--- config.mk ---
export PLATFORM = sky130hd
export DESIGN_NAME = wlu_top
export DESIGN_NICKNAME = d
export VERILOG_FILES = /design/src/logic/wlu_pkg.sv /design/src/logic/wlu_ptr_check.sv /design/src/logic/wlu_top.sv
export SDC_FILE = /design/constraint.sdc
export NUM_CORES = 1
export LEC_CHECK = 0
export BUFFER_PORTS_ARGS = -buffer_cell sky130_fd_sc_hd__buf_4
export CORE_ASPECT_RATIO = 0.5
export CORE_MARGIN = 2
export CORE_UTILIZATION = 42
export CTS_BUF_LIST = sky130_fd_sc_hd__clkbuf_8
export DETAILED_ROUTE_END_ITERATION = 10
export HOLD_SLACK_MARGIN = 0.03
export PLACE_DENSITY = 0.63
export SETUP_SLACK_MARGIN = 0.1
export SYNTH_ARGS = -nofsm -noshare
export SYNTH_HDL_FRONTEND = slang
export SYNTH_SLANG_ARGS = --single-unit
--- constraint.sdc ---
create_clock -name CORE_CLK_IN -period 6.8 [get_ports CORE_CLK_IN]
set_clock_uncertainty 0.1 [all_clocks]
set_input_delay 1.02 -clock CORE_CLK_IN [delete_from_list [all_inputs] [get_ports CORE_CLK_IN]]
set_output_delay 1.02 -clock CORE_CLK_IN [all_outputs]
set_load 0.005 [all_outputs]
--- src/logic/wlu_pkg.sv ---
/*
 * Package of the word logic unit: function codes, flag layout, operand path
 * constants and the request and answer carriers.
 * Assumes a single 20 MHz core clock shared by every user of the package.
 */
package wlu_pkg;

	// ************************************************************
	// Widths and function codes
	// ************************************************************
	localparam int WORD_W = 16;
	localparam int FUNC_W = 6;
	localparam logic [FUNC_W-1:0] FUNC_INVERT = 6'h1D;
	localparam logic [FUNC_W-1:0] FUNC_AND = 6'h22;
	localparam logic [FUNC_W-1:0] FUNC_OR = 6'h23;
	localparam logic [FUNC_W-1:0] FUNC_XOR = 6'h24;
	localparam logic [FUNC_W-1:0] FUNC_XNOR = 6'h25;

	// ************************************************************
	// Data memory pointer checks
	// ************************************************************
	localparam int DM_ADDR_W = 14;
	// Last data memory word, 1999 in decimal; a pointer past it names no word.
	localparam logic [DM_ADDR_W-1:0] DM_LAST_ADDR = 14'h07CF;
	localparam int BCD_DIGITS = 4;
	localparam logic [3:0] BCD_MAX_DIGIT = 4'h9;

	// ************************************************************
	// Reset values and timing
	// ************************************************************
	localparam logic [WORD_W-1:0] RESULT_RESET = 16'h0000;
	localparam logic [WORD_W-1:0] ZERO_WORD = 16'h0000;
	localparam logic FLAG_RESET = 1'b0;
	localparam int CLK_PERIOD_NS = 50;
	localparam int EXEC_LATENCY = 1;

	// One operand as the fetch stage hands it over.
	typedef struct packed {
		logic indirect;
		logic [WORD_W-1:0] pointer;
		logic [WORD_W-1:0] value;
	} wlu_operand_t;

	typedef struct packed {
		logic cond;
		logic [FUNC_W-1:0] func;
		wlu_operand_t first;
		wlu_operand_t second;
		logic [WORD_W-1:0] dest_old;
	} wlu_req_t;

	typedef struct packed {
		logic [WORD_W-1:0] result;
		logic write;
		logic zero_flag;
		logic error_flag;
	} wlu_ans_t;

endpackage

--- src/logic/wlu_ptr_check.sv ---
/*
 * Checks one indirect data memory pointer word: its content must be BCD
 * and the decimal address it names must fall inside the data memory area.
 * Assumes a pointer that is combinationally stable in the request cycle.
 */
module wlu_ptr_check
#(
	parameter int WORD_W = 16,
	parameter logic [13:0] LAST_ADDR = 14'h07CF
)
(
	input wire logic indirect_in,
	input wire logic [WORD_W-1:0] pointer_in,
	output logic bad_out
);
	// Four decimal digits can name no address above 9999.
	if (WORD_W != wlu_pkg::BCD_DIGITS * 4 || LAST_ADDR > 14'h270F)
	begin : g_param_check
		$error("pointer word must hold four BCD digits and the last address at most 9999");
	end

	logic [3:0] dig [wlu_pkg::BCD_DIGITS];
	logic [wlu_pkg::BCD_DIGITS-1:0] dig_bad;
	logic [13:0] dec_addr;
	logic not_bcd;
	logic past_end;

	genvar g;
	generate
		for (g = 0; g < wlu_pkg::BCD_DIGITS; g++)
		begin : g_dig
			assign dig[g] = pointer_in[4*g +: 4];
			assign dig_bad[g] = dig[g] > wlu_pkg::BCD_MAX_DIGIT;
		end
	endgenerate

	// Each digit is widened first, so no product can wrap before the sum.
	assign dec_addr = 14'(dig[3]) * 14'h03E8 + 14'(dig[2]) * 14'h0064
		+ 14'(dig[1]) * 14'h000A + 14'(dig[0]);
	assign not_bcd = |dig_bad;
	assign past_end = dec_addr > LAST_ADDR;
	assign bad_out = indirect_in & (not_bcd | past_end);
endmodule

--- src/logic/wlu_top.sv ---
/*
 * Word logic unit: executes the complement, AND, OR, XOR and XNOR word
 * instructions, one per cycle, with registered result and flags.
 * Assumes the operand fetch stage delivers operand values and pointer words
 * in the request cycle and writes back the result when write is high.
 */
// Operation
// - Execution condition off: no operation, result and flags keep their values.
// - Complement inverts every bit of the operand word.
// - Word AND gives bitwise AND of both input words.
// - Word OR gives bitwise inclusive OR of both input words.
// - Word XOR gives bitwise exclusive OR of both input words.
// - Word XNOR gives bitwise inverted XOR of both input words.
// - Zero flag set when the written 16-bit result is zero, else cleared.
// - Error flag when an indirect pointer reaches a nonexistent word.
// - Error flag when pointer is not BCD or beyond area end.
module wlu_top
(
	// Clock and reset
	input wire logic CORE_CLK_IN,
	input wire logic RESET_IN,
	// Instruction request
	input wire wlu_pkg::wlu_req_t REQ_IN,
	// Answer
	output wlu_pkg::wlu_ans_t ANS_OUT
);
	// ************************************************************
	// Operand checks
	// ************************************************************
	logic first_bad;
	logic second_bad;
	logic is_inv;
	logic is_two;
	logic valid_func;

	wlu_ptr_check #(
		.WORD_W(wlu_pkg::WORD_W),
		.LAST_ADDR(wlu_pkg::DM_LAST_ADDR)
	) u_chk_first (
		.indirect_in(REQ_IN.first.indirect),
		.pointer_in(REQ_IN.first.pointer),
		.bad_out(first_bad)
	);

	wlu_ptr_check #(
		.WORD_W(wlu_pkg::WORD_W),
		.LAST_ADDR(wlu_pkg::DM_LAST_ADDR)
	) u_chk_second (
		.indirect_in(REQ_IN.second.indirect),
		.pointer_in(REQ_IN.second.pointer),
		.bad_out(second_bad)
	);

	assign is_inv = REQ_IN.func == wlu_pkg::FUNC_INVERT;
	assign is_two = REQ_IN.func == wlu_pkg::FUNC_AND || REQ_IN.func == wlu_pkg::FUNC_OR
		|| REQ_IN.func == wlu_pkg::FUNC_XOR || REQ_IN.func == wlu_pkg::FUNC_XNOR;
	assign valid_func = is_inv | is_two;

	// ************************************************************
	// Function select
	// ************************************************************
	logic [15:0] a;
	logic [15:0] b;
	logic [15:0] logic_out;
	logic exec;
	logic err;
	logic next_write;
	logic [15:0] next_result;

	assign a = REQ_IN.first.value;
	assign b = REQ_IN.second.value;

	always_comb
	begin
		case (REQ_IN.func)
			wlu_pkg::FUNC_INVERT: logic_out = ~a;
			wlu_pkg::FUNC_AND: logic_out = a & b;
			wlu_pkg::FUNC_OR: logic_out = a | b;
			wlu_pkg::FUNC_XOR: logic_out = a ^ b;
			wlu_pkg::FUNC_XNOR: logic_out = ~(a ^ b);
			default: logic_out = a;
		endcase
	end

	assign exec = REQ_IN.cond & valid_func;
	// The complement has one operand, so the second pointer is ignored for it.
	// indirect error
	assign err = first_bad | (is_two & second_bad);
	assign next_write = exec & ~err;
	assign next_result = next_write ? logic_out : REQ_IN.dest_old;

	// ************************************************************
	// Answer registers
	// ************************************************************
	always_ff @(posedge CORE_CLK_IN)
	begin
		if (RESET_IN)
		begin
			ANS_OUT.result <= wlu_pkg::RESULT_RESET;
			ANS_OUT.write <= 1'b0;
			ANS_OUT.zero_flag <= wlu_pkg::FLAG_RESET;
			ANS_OUT.error_flag <= wlu_pkg::FLAG_RESET;
		end
		else
		begin
			ANS_OUT.write <= next_write;
			if (exec)
			begin
				ANS_OUT.result <= next_result;
				ANS_OUT.error_flag <= err;
				if (!err)
					ANS_OUT.zero_flag <= logic_out == wlu_pkg::ZERO_WORD;
			end
		end
	end

	// ************************************************************
	// Assertions
	// ************************************************************
	// The digit tests are written out again so the checks do not lean on the checker.
	logic first_nibble_bad;
	logic second_nibble_bad;

	assign first_nibble_bad = REQ_IN.first.pointer[3:0] > wlu_pkg::BCD_MAX_DIGIT
		|| REQ_IN.first.pointer[7:4] > wlu_pkg::BCD_MAX_DIGIT
		|| REQ_IN.first.pointer[11:8] > wlu_pkg::BCD_MAX_DIGIT
		|| REQ_IN.first.pointer[15:12] > wlu_pkg::BCD_MAX_DIGIT;
	assign second_nibble_bad = REQ_IN.second.pointer[3:0] > wlu_pkg::BCD_MAX_DIGIT
		|| REQ_IN.second.pointer[7:4] > wlu_pkg::BCD_MAX_DIGIT
		|| REQ_IN.second.pointer[11:8] > wlu_pkg::BCD_MAX_DIGIT
		|| REQ_IN.second.pointer[15:12] > wlu_pkg::BCD_MAX_DIGIT;

	property p_idle_hold;
		@(posedge CORE_CLK_IN) disable iff (RESET_IN)
		!exec |=> $stable(ANS_OUT.result) && $stable(ANS_OUT.zero_flag)
			&& $stable(ANS_OUT.error_flag) && !ANS_OUT.write;
	endproperty
	a_idle_hold: assert property (p_idle_hold) else $error("idle changed answer");

	property p_inv;
		@(posedge CORE_CLK_IN) disable iff (RESET_IN)
		exec && !err && is_inv |=> ANS_OUT.result == ~$past(a);
	endproperty
	a_inv: assert property (p_inv) else $error("complement wrong");

	property p_and;
		@(posedge CORE_CLK_IN) disable iff (RESET_IN)
		exec && !err && REQ_IN.func == wlu_pkg::FUNC_AND |=> ANS_OUT.result == ($past(a) & $past(b));
	endproperty
	a_and: assert property (p_and) else $error("and wrong");

	property p_or;
		@(posedge CORE_CLK_IN) disable iff (RESET_IN)
		exec && !err && REQ_IN.func == wlu_pkg::FUNC_OR |=> ANS_OUT.result == ($past(a) | $past(b));
	endproperty
	a_or: assert property (p_or) else $error("or wrong");

	property p_xor;
		@(posedge CORE_CLK_IN) disable iff (RESET_IN)
		exec && !err && REQ_IN.func == wlu_pkg::FUNC_XOR |=> ANS_OUT.result == ($past(a) ^ $past(b));
	endproperty
	a_xor: assert property (p_xor) else $error("xor wrong");

	property p_xnor;
		@(posedge CORE_CLK_IN) disable iff (RESET_IN)
		exec && !err && REQ_IN.func == wlu_pkg::FUNC_XNOR
			|=> ANS_OUT.result == ~($past(a) ^ $past(b));
	endproperty
	a_xnor: assert property (p_xnor) else $error("xnor wrong");

	property p_zero;
		@(posedge CORE_CLK_IN) disable iff (RESET_IN)
		ANS_OUT.write |-> ANS_OUT.zero_flag == (ANS_OUT.result == wlu_pkg::ZERO_WORD);
	endproperty
	a_zero: assert property (p_zero) else $error("zero flag wrong");

	property p_err;
		@(posedge CORE_CLK_IN) disable iff (RESET_IN)
		exec && REQ_IN.first.indirect && first_bad |=> ANS_OUT.error_flag && !ANS_OUT.write;
	endproperty
	a_err: assert property (p_err) else $error("error flag missed");

	property p_bcd;
		@(posedge CORE_CLK_IN) disable iff (RESET_IN)
		exec && REQ_IN.first.indirect && first_nibble_bad
			|=> ANS_OUT.error_flag && !ANS_OUT.write;
	endproperty
	a_bcd: assert property (p_bcd) else $error("non BCD pointer accepted");

	property p_bcd_second;
		@(posedge CORE_CLK_IN) disable iff (RESET_IN)
		exec && is_two && REQ_IN.second.indirect && second_nibble_bad
			|=> ANS_OUT.error_flag && !ANS_OUT.write;
	endproperty
	a_bcd_second: assert property (p_bcd_second) else $error("non BCD second pointer accepted");

	// A good instruction writes and clears an error left by an earlier one.
	property p_clear;
		@(posedge CORE_CLK_IN) disable iff (RESET_IN)
		exec && !err |=> ANS_OUT.write && !ANS_OUT.error_flag;
	endproperty
	a_clear: assert property (p_clear) else $error("good instruction not written");

	// No result was produced on an error, so the zero flag keeps its meaning.
	property p_zero_keep;
		@(posedge CORE_CLK_IN) disable iff (RESET_IN)
		exec && err |=> $stable(ANS_OUT.zero_flag);
	endproperty
	a_zero_keep: assert property (p_zero_keep) else $error("zero flag changed on error");

	property p_keep;
		@(posedge CORE_CLK_IN) disable iff (RESET_IN)
		exec && err |=> ANS_OUT.result == $past(REQ_IN.dest_old) && !ANS_OUT.write;
	endproperty
	a_keep: assert property (p_keep) else $error("destination overwritten on error");

	c_xnor: cover property (@(posedge CORE_CLK_IN) exec && REQ_IN.func == wlu_pkg::FUNC_XNOR);
	c_zero: cover property (@(posedge CORE_CLK_IN) ANS_OUT.write && ANS_OUT.zero_flag);
	c_err: cover property (@(posedge CORE_CLK_IN) exec && err);
	c_idle: cover property (@(posedge CORE_CLK_IN) !REQ_IN.cond ##1 exec);
endmodule

Word level (Yosys, flattened, before mapping). Index checks and enable logic that the tools add are counted.

$add $sub $neg: 6. Multipliers: 6. Magnitude comparators: 10. Equality and inequality tests: 5. Mux-type cells: 2. Bitwise gates (word level): 15. Reductions and logical operators: 7.

Operators with widths (count): case mux 16 bit (5 select lines) (1); greater-than comparator 4 bit (second input constant) (8); NOT 16 bit (2); adder 14 x 11 -> 14 bit (2); adder 14 x 4 -> 14 bit (2); adder 14 x 8 -> 14 bit (2); greater-than comparator 14 x 11 -> 1 bit (second input constant) (2); == test 6 bit (second input constant) (4); multiplier 4 x 7 -> 11 bit (second input constant) (2); multiplier 4 x 5 -> 9 bit (second input constant) (2); bitwise AND 16 bit (1); zero test 16 bit (1); two-way mux 16 bit (1); OR 16 bit (1); bitwise XOR 16 bit (1); multiplier 4 x 3 -> 7 bit (second input constant) (2); OR reduction 4 bit (2); == test 6 x 5 -> 1 bit (second input constant) (1); bitwise AND 1 bit (5); OR 1 bit (4); logical OR 1 bit (3); AND reduction 2 bit (1); NOT 1 bit (1).

Flip-flop bits (word level): 19. Bits of input ports: 91. Output and inout port bits: 19. Logic and storage cells: 55.

Longest topological paths before layout. Gate-level depths: netlist of the first run.

Depth in word-level cells: 12. Mapped depth: 24. Gate-level depth less buffers: 21.

By module. A second synthesis of the first run with hierarchy kept.

Cell total of the unflattened synthesis: 683. Area, all modules: 5720.5 um^2.

By module, submodules not included: wlu_top (times used 1, cells each 283, area an instance 2163.3 um^2, seq. area each 380.4 um^2); wlu_ptr_check at u_chk_second (times used 1, cells each 199, area an instance 1785.5 um^2, seq. area each 0.0 um^2); wlu_ptr_check at u_chk_first (times used 1, cells each 201, area an instance 1771.7 um^2, seq. area each 0.0 um^2).

Least setup slack after synthesis of the first run. OpenSTA, ideal clock, no wires.

Path type: input to register. Start: in REQ_IN[45] (netlist bit). End: reg ANS_OUT[12] (netlist bit). Library setup time: 122 ps. Data arrival time: 5825 ps. Data required time: 6578 ps. Slack: 753 ps. Stages: 22. Path buffers: 3. Path through: fa_1 > inv_1 > fa_1 > inv_1 > ha_1 > a21o_1 > a21oi_1 > xnor2_1 > ha_1 > ha_1 > ha_1 > a21oi_4 > nand3_2 > a2111oi_1 > a311oi_2 > xnor2_1 > a41o_1 > buf_6 > and2_1 > buf_6 > buf_6 > a221o_1.

Cells in the longest elaborated chain, start to end: 12. Elaborated cells on any way between the ends: 14. Classes of those cells: add/sub (3); mul (1); order compare (2); mux (1); bitwise (6); reduce/logical (1).

Ends and longest elaborated chain: from (decl) (RTL line wlu_top.sv:23) `input wire wlu_pkg::wlu_req_t REQ_IN,`; multiplier 4 x 7 -> 11 bit (RTL line wlu_ptr_check.sv:38) `assign dec_addr = 14'(dig[3]) * 14'h03E8 + 14'(dig[2]) * 14'h0064`; adder 14 x 11 -> 14 bit (RTL line wlu_ptr_check.sv:38); adder 14 x 8 -> 14 bit (RTL line wlu_ptr_check.sv:39) `+ 14'(dig[1]) * 14'h000A + 14'(dig[0]);`; adder 14 x 4 -> 14 bit (RTL line wlu_ptr_check.sv:39); greater-than comparator 14 x 11 -> 1 bit (RTL line wlu_ptr_check.sv:41) `assign past_end = dec_addr > LAST_ADDR;`; OR 1 bit (*) (RTL line wlu_ptr_check.sv:42) `assign bad_out = indirect_in & (not_bcd | past_end);`; bitwise AND 1 bit (*) (RTL line wlu_ptr_check.sv:42); bitwise AND 1 bit (*) (RTL line wlu_top.sv:88) `assign err = first_bad | (is_two & second_bad);`; OR 1 bit (*) (RTL line wlu_top.sv:88); NOT 1 bit (no source line) (*); bitwise AND 1 bit (*) (RTL line wlu_top.sv:89) `assign next_write = exec & ~err;`; two-way mux 16 bit (*) (RTL line wlu_top.sv:90) `assign next_result = next_write ? logic_out : REQ_IN.dest_old;`; to (decl) (RTL line wlu_top.sv:25) `output wlu_pkg::wlu_ans_t ANS_OUT`.

Every way passes the cells marked *; elsewhere a longest branch is shown, timed or not. A chain may end at the register's enable or synchronous reset.

Worst setup path after layout of the first run.
Start: in REQ_IN[45] (netlist bit). End: reg ANS_OUT[5] (netlist bit).

Same word-level chain as after synthesis.

==> results of run 1 <==
## cells in the final DEF (no fill, tap or decap), types with 10 or more instances in the layout
master                      Yosys  final
sky130_fd_sc_hd__a221o_1       16     16
sky130_fd_sc_hd__xnor2_1       36     36
sky130_fd_sc_hd__dfxtp_1       19     19
sky130_fd_sc_hd__nand2_1       40     40
sky130_fd_sc_hd__nor2_1        40     40
sky130_fd_sc_hd__fa_1          34     34
sky130_fd_sc_hd__mux2i_1       18     18
sky130_fd_sc_hd__xor2_1        14     14
sky130_fd_sc_hd__a21oi_1       38     38
sky130_fd_sc_hd__o221ai_1      15     15
sky130_fd_sc_hd__o2111ai_1     17     17
sky130_fd_sc_hd__nand3_1       27     27
sky130_fd_sc_hd__ha_1         139    139
sky130_fd_sc_hd__a21o_1        10     10
sky130_fd_sc_hd__inv_1        110    111
sky130_fd_sc_hd__o21ai_0       17     17
sky130_fd_sc_hd__buf_4          0    113
## tightest hold or removal path, cell delays in order, from the launching register on
cell                      delay (ns)
sky130_fd_sc_hd__dfxtp_1        0.31
sky130_fd_sc_hd__nand2_1        0.05
sky130_fd_sc_hd__mux2i_1        0.05
## where the power goes
| part | switching, mW | internal (mW) |
|---|---|---|
| clock | 0.0375 | 0.0402 |
| sequential | 0.00172 | 0.114 |
| combinational | 0.646 | 0.505 |
## cell type report
type | instances | area (µm²) | area share
multi-input cells | 523 | 4766 | 0.7150
clock inverters | 1 | 3.754 | 0.0005632
inverters | 110 | 412.9 | 0.06195
clock buffers | 3 | 41.29 | 0.006195
well taps | 170 | 212.7 | 0.03191
flip-flops and latches | 19 | 380.4 | 0.05707
repair buffers | 113 | 848.3 | 0.1273
## Yosys cell counts (all sizes together) (2+ instances only)
cell type,number,area (µm²)
a2111oi,2,18.77
a211oi,2,20.02
a21o,10,75.07
a21oi,42,232.7
a221o,16,160.2
a31oi,6,37.54
and2,2,12.51
and4,2,17.52
buf,12,75.07
clkbuf,11,41.29
dfxtp,19,380.4
fa,34,680.7
ha,139,1739
inv,110,412.9
mux2i,18,180.2
nand2,40,150.1
nand2b,5,31.28
nand3,28,145.1
nand4,6,37.54
nor2,40,150.1
nor2b,4,25.02
nor3,4,20.02
o2111ai,17,148.9
o211ai,3,22.52
o21a,2,15.01
o21ai,17,85.08
o21bai,2,15.01
o221ai,15,131.4
o31ai,4,30.03
xnor2,36,315.3
xor2,14,122.6
## layer usage
layer / track usage / routed length (µm)
met1: 0.2467 / 6461
met2: 0.3397 / 6192
met3: 0.01569 / 488
met4: 0.01332 / 61
met5: 0 / 0
## per-stage QoR
step / hold WS [ns] / setup WS (ns) / cells
floorplan: 0.3548 / 0.7531 / 675
global placement: 0.3466 / 0.2329 / 935
detailed placement: 0.3574 / 0.1792 / 935
CTS: 0.3659 / 0.4423 / 939
global route: 0.3814 / 0.1361 / 939
finish: 0.3650 / 0.4777 / 939
## cells by family (layout without fill, tap and decap cells)
| kind of cell | Yosys count | after routing | share of synthesized area |
|---|---|---|---|
| AOI/OAI and AO/OA | 147 | 147 | 0.1933 |
| xor gates and xnor gates | 50 | 50 | 0.07723 |
| adders and majority gates | 173 | 173 | 0.4267 |
| buffers and inverters | 133 | 227 | 0.09334 |
| DFF | 19 | 19 | 0.06708 |
| muxes | 18 | 18 | 0.03177 |
| and+or+nand+nor | 135 | 135 | 0.1105 |
## worst paths after layout
path / startpoint / end / slack [ns] / cells after the start
worst max-delay path: REQ_IN[45] / ANS_OUT[5] / 0.48 / 21
worst min-delay path: ANS_OUT[1] / ANS_OUT[1] / 0.37 / 2
worst max register to register: ANS_OUT[5] / ANS_OUT[5] / 5.95 / 1
worst min register to register: ANS_OUT[1] / ANS_OUT[1] / 0.37 / 2
==> impl_metrics.yaml, run 1 <==
status:
  outcome: "finished clean"
timing:
  finalSetupTns_ns: 0
  fmax_mhz: 158.2
  rsz0062_at_grt: "no"
  tightest_slew_ns: 1.192
  drv_slew: 0
  final.min_clock_period_ns: 6.322
  relSlewSlack: 0.2025
  timing.final.crit_share: 0.9298
  endpoints_failing_hold: 0
  finalSetupViolations: 0
cells_and_area:
  flip_flop_count_of_the_largest_register_all_copies_and_words_added: 19
  insertedDiodeCount: 0
  fin_nets: 1034
  final_core_density: 0.5160
  layout_top_registers: "ANS_OUT x19"
  share_of_final_layout_standard_cells_stronger_than_drive_strength_1: 0.1638
  regMostFlops: "ANS_OUT"
  fillers: 1261
  areaGrowthSynthToFinish_pct: 17.54
  fin_area_um2: 6665
yosys:
  synth_seq_area_share: 0.06708
  mappedNetlistArea_um2: 5670
  most_used_dff_post_synth: "sky130_fd_sc_hd__dfxtp_1"
  mappedNetlistNets: 939
  postSynthCellCount: 675
  avgSynthCellArea_um2: 8.401
  ys.warnings.count: 0
  ys_ff_latch: 19
  number_of_enable_type_register_cells_in_the_synthesized_netlist: 0
  synth-async-reset-ratio: 0
  synth.lib_cells_used.distinct: 51
detailed_routing:
  pre_repair_dr_iteration_count: 5
  drt_wl_total_um: 13200
  routed_via_density: 5.332
  vias: 5007
  wl_per_cell_um: 14.06
  ant_nets: 0
  first_iter_violations: 272
  drcViolationCount: 0
worst_setup_path:
  worst_ep_required_time_ns: 6.85
  crit_buf_inv: 4
  critical_path_peak_fanout: 18
  timing.critical_path.cells: "buf_4 > fa_1 > inv_1 > fa_1 > inv_1 > ha_1 > a21o_1 > a21oi_1 > xnor2_1 > ha_1 > ha_1 > ha_1 > a21oi_4 > nand3_2 > a2111oi_1 > a311oi_2 > xnor2_1 > a41o_1 > and2_1 > buf_4 > a221o_1"
  arrival_ns: 6.37
  timing.critical_path.from_type: "primary input"
  timing.critical_path.max_delay_family: "adder cells"
  critical_path_class: "primary input to register"
  cp_dominant_cell_by_count: "sky130_fd_sc_hd__ha_1"
  cp_slowest_stage_delay_ns: 0.60
  endpoint_kind: "register"
  crit_slowest_cell: "sky130_fd_sc_hd__fa_1"
floorplanning:
  die_width_um: 168.3
  floorplan.die_area_um2: 14500
  design.core.area_um2: 12920
  placement_rows: 29
  die_y_um: 86.16
  floorplan.initialDensity: 0.4390
  ioPinCount: 110
placed_design:
  gp_congestion: 0.8305
  placement.cell_area_um2: 6620
  place.detailed.hpwl_um: 11020
  number_of_i_o_port_buffers: 107
clocking:
  clock_insertion_delay_worst_skew_ns: 0.26
  cts_setup_buffers: 0
  cts-buffers-inserted: 3
  number_of_hold_buffers_added_after_cts: 0
  cts.repair.resized: 0
  cts_htree_levels: 1
  clock_tree.root_cell: "sky130_fd_sc_hd__clkbuf_8"
  tritoncts: "done"
  worst_setup_hold_path_clk_slew_ns: 0.07
  cts_buffer_depth: 2
  cts.sink_count: 19
global_routing:
  grt_start_max_net_pins: 50
  grt.total_usage: 0.1842
  grt.overflow.total: 0
  first_pass_grt_wire_length_um: 22350
  antenna_found_initial: 0
  grt_pass1_vias: 4859
hold_path:
  min-delay-path-class: "register to register"
power_and_ir_drop:
  vdd_drop_max_mv: 0.1121
  powerDensity_nw_per_um2: 201.7
  p_leak_nw: 3.400
  fin_total_pwr_mw: 1.344
flow_run:
  max_capacitance_violation_total: 0
Note: power is estimated with default switching activity, not from simulation.
==> run 2: changes to the inputs <==
Settings changed: SYNTH_HIERARCHICAL from default to 1.
==> impl_metrics.yaml, run 2 <==
yosys:
  avgSynthCellArea_um2: 8.376
  dominant_cell_type_by_area_after_synthesis: "sky130_fd_sc_hd__ha_1"
  most_used_dff_post_synth: "sky130_fd_sc_hd__dfxtp_1"
  netlist.area_leader.share: 0.3106
  ys.warnings.count: 6
  synth_seq_area_share: 0.06649
  netlist_top_cells_count: "142 x sky130_fd_sc_hd__ha_1, 117 x sky130_fd_sc_hd__inv_1, 41 x sky130_fd_sc_hd__nand2_1"
  ys_ff_latch: 19
  yosys-top-cells-area: "sky130_fd_sc_hd__ha_1 31%, sky130_fd_sc_hd__fa_1 12%, sky130_fd_sc_hd__inv_1 7.7%"
  postSynthCellCount: 683
  number_of_enable_type_register_cells_in_the_synthesized_netlist: 0
  mappedNetlistNets: 950
  synth.lib_cells_used.distinct: 69
  synth-async-reset-ratio: 0
  mappedNetlistArea_um2: 5720
  yosys.cell_count.top_type: "sky130_fd_sc_hd__ha_1"
global_routing:
  grt.overflow.total: 0
  grt_start_max_net_pins: 45
  grt_pass1_vias: 4604
  grt.total_usage: 0.1816
  antenna_found_initial: 0
  first_pass_grt_wire_length_um: 22040
detailed_routing:
  routed_via_density: 5.157
  wl_per_cell_um: 13.87
  drcViolationCount: 0
  pre_repair_dr_iteration_count: 4
  ant_nets: 0
  drt_wl_total_um: 13220
  first_iter_violations: 333
  vias: 4915
worst_setup_path:
  critical_path_peak_fanout: 20
  cp_dominant_cell_by_count: "sky130_fd_sc_hd__ha_1"
  worst_ep_required_time_ns: 6.89
  timing.critical_path.cells: "buf_4 > fa_1 > inv_1 > fa_1 > inv_1 > ha_1 > a21o_1 > a21oi_2 > xor2_1 > ha_1 > ha_1 > ha_1 > a21o_1 > a31oi_1 > o21ai_1 > a311o_1 > o31ai_2 > o311ai_2 > a31o_2 > buf_12 > o211ai_1 > o21ai_0 > nor2_1"
  crit_slowest_cell: "sky130_fd_sc_hd__fa_1"
  critical_path_class: "primary input to register"
  cp_slowest_stage_delay_ns: 0.59
  endpoint_kind: "register"
  arrival_ns: 6.39
  timing.critical_path.from_type: "primary input"
cells_and_area:
  regMostFlops: "ANS_OUT"
  flip_flop_count_of_the_largest_register_all_copies_and_words_added: 19
  areaGrowthSynthToFinish_pct: 17.69
  layout_top_registers: "ANS_OUT x19"
  fin_nets: 1045
  final_cell_mix: "142 x sky130_fd_sc_hd__ha_1, 118 x sky130_fd_sc_hd__inv_1, 111 x sky130_fd_sc_hd__buf_4"
  insertedDiodeCount: 0
  final_cells: 953
  fin_area_um2: 6733
  final_common_cell: "sky130_fd_sc_hd__ha_1"
  share_of_final_layout_standard_cells_stronger_than_drive_strength_1: 0.1750
timing:
  relSlewSlack: 0.3633
  tightest_slew_ns: 0.9531
  rsz0062_at_grt: "no"
  drv_slew: 0
  fin_ws_ns: 0.5040
  finalSetupViolations: 0
  finalSetupTns_ns: 0
  endpoints_failing_hold: 0
  fmax_mhz: 158.8
  timing.final.crit_share: 0.9259
  final.min_clock_period_ns: 6.296
floorplanning:
  ioPinCount: 110
  floorplan.initialDensity: 0.4257
  placement_rows: 30
  floorplan.die_area_um2: 14630
  die_y_um: 86.53
  design.core.area_um2: 13440
  die_width_um: 169.0
clocking:
  cts.sink_count: 19
  clock_tree.root_cell: "sky130_fd_sc_hd__clkbuf_8"
  cts_buffer_depth: 2
  cts_setup_buffers: 0
  cts-buffers-inserted: 3
  cts_htree_levels: 1
  clock_insertion_delay_worst_skew_ns: 0.25
  number_of_hold_buffers_added_after_cts: 0
  tritoncts: "done"
  cts.repair.resized: 0
  worst_setup_hold_path_clk_slew_ns: 0.07
power_and_ir_drop:
  powerDensity_nw_per_um2: 215.8
  p_leak_nw: 3.399
  vdd_drop_max_mv: 0.1297
flow_run:
  max_capacitance_violation_total: 0
placed_design:
  place_inst: 949
  number_of_i_o_port_buffers: 107
  placement.cell_area_um2: 6669
  dp_slack_ns: 0.1163
  place.detailed.hpwl_um: 11150
  gp_congestion: 0.8623
status:
  outcome: "finished clean"
hold_path:
  min-delay-path-class: "register to register"
## run 2: cell type report
type / instances / area (µm²)
Multi-Input combinational cell: 525 / 4795
Timing Repair Buffer: 112 / 853.3
Sequential cell: 19 / 380.4
Clock buffer: 3 / 41.29
Inverter: 117 / 439.2
Tap cell: 176 / 220.2
Fill cell: 1319 / 6705
Clock inverter: 1 / 3.754
## run 2: worst max-delay path: cells and delay by family
kind	cells	cell delay, ns
AO/OA/AOI/OAI	11	2.24
buffers and inverters	4	0.45
AND/OR/NAND/NOR	1	0.12
XOR/XNOR	1	0.18
adder cells (fa/ha/maj)	6	2.36
## run 2: logic make-up after synthesis
family          count (synthesis)  share of synthesized area
compound gates                151                     0.1892
xor+xnor                       45                    0.06890
simple gates                  141                     0.1262
buf+inv                       139                    0.09864
flops                          19                    0.06649
fa+ha+maj                     176                     0.4296
mux                            12                    0.02100
## run 2: metrics by stage
stage               total power [mW]  utilization  hold slack (ns)
floorplan                      1.110            -           0.3483
global placement               1.354       0.4963           0.3413
detailed placement             1.373       0.4963           0.3524
CTS                            1.458       0.4996           0.3643
global route                   1.632       0.5010           0.3901
finish                         1.453       0.5010           0.3582
## run 2: final timing paths
kind,slack (ns),start,depth (start not counted),endpoint
worst max register to register,5.94,ANS_OUT[4],2,ANS_OUT[4]
worst min-delay path,0.36,ANS_OUT[5],2,ANS_OUT[5]
worst min register to register,0.36,ANS_OUT[5],2,ANS_OUT[5]
worst max-delay path,0.50,REQ_IN[45],23,ANS_OUT[18]
## run 2: report_power, final
| group | switching [mW] | leakage [nW] | internal (mW) | total [mW] |
|---|---|---|---|---|
| Clock | 0.0369 | 0.0269 | 0.0401 | 0.0771 |
| Sequential | 0.00155 | 0.154 | 0.114 | 0.116 |
| Combinational | 0.685 | 3.22 | 0.574 | 1.26 |
## run 2: routing by layer
metal	wire (µm)	GRT usage
met1	6763	0.2711
met2	5845	0.3048
met3	531	0.006393
met4	80	0.01632
met5	0	0
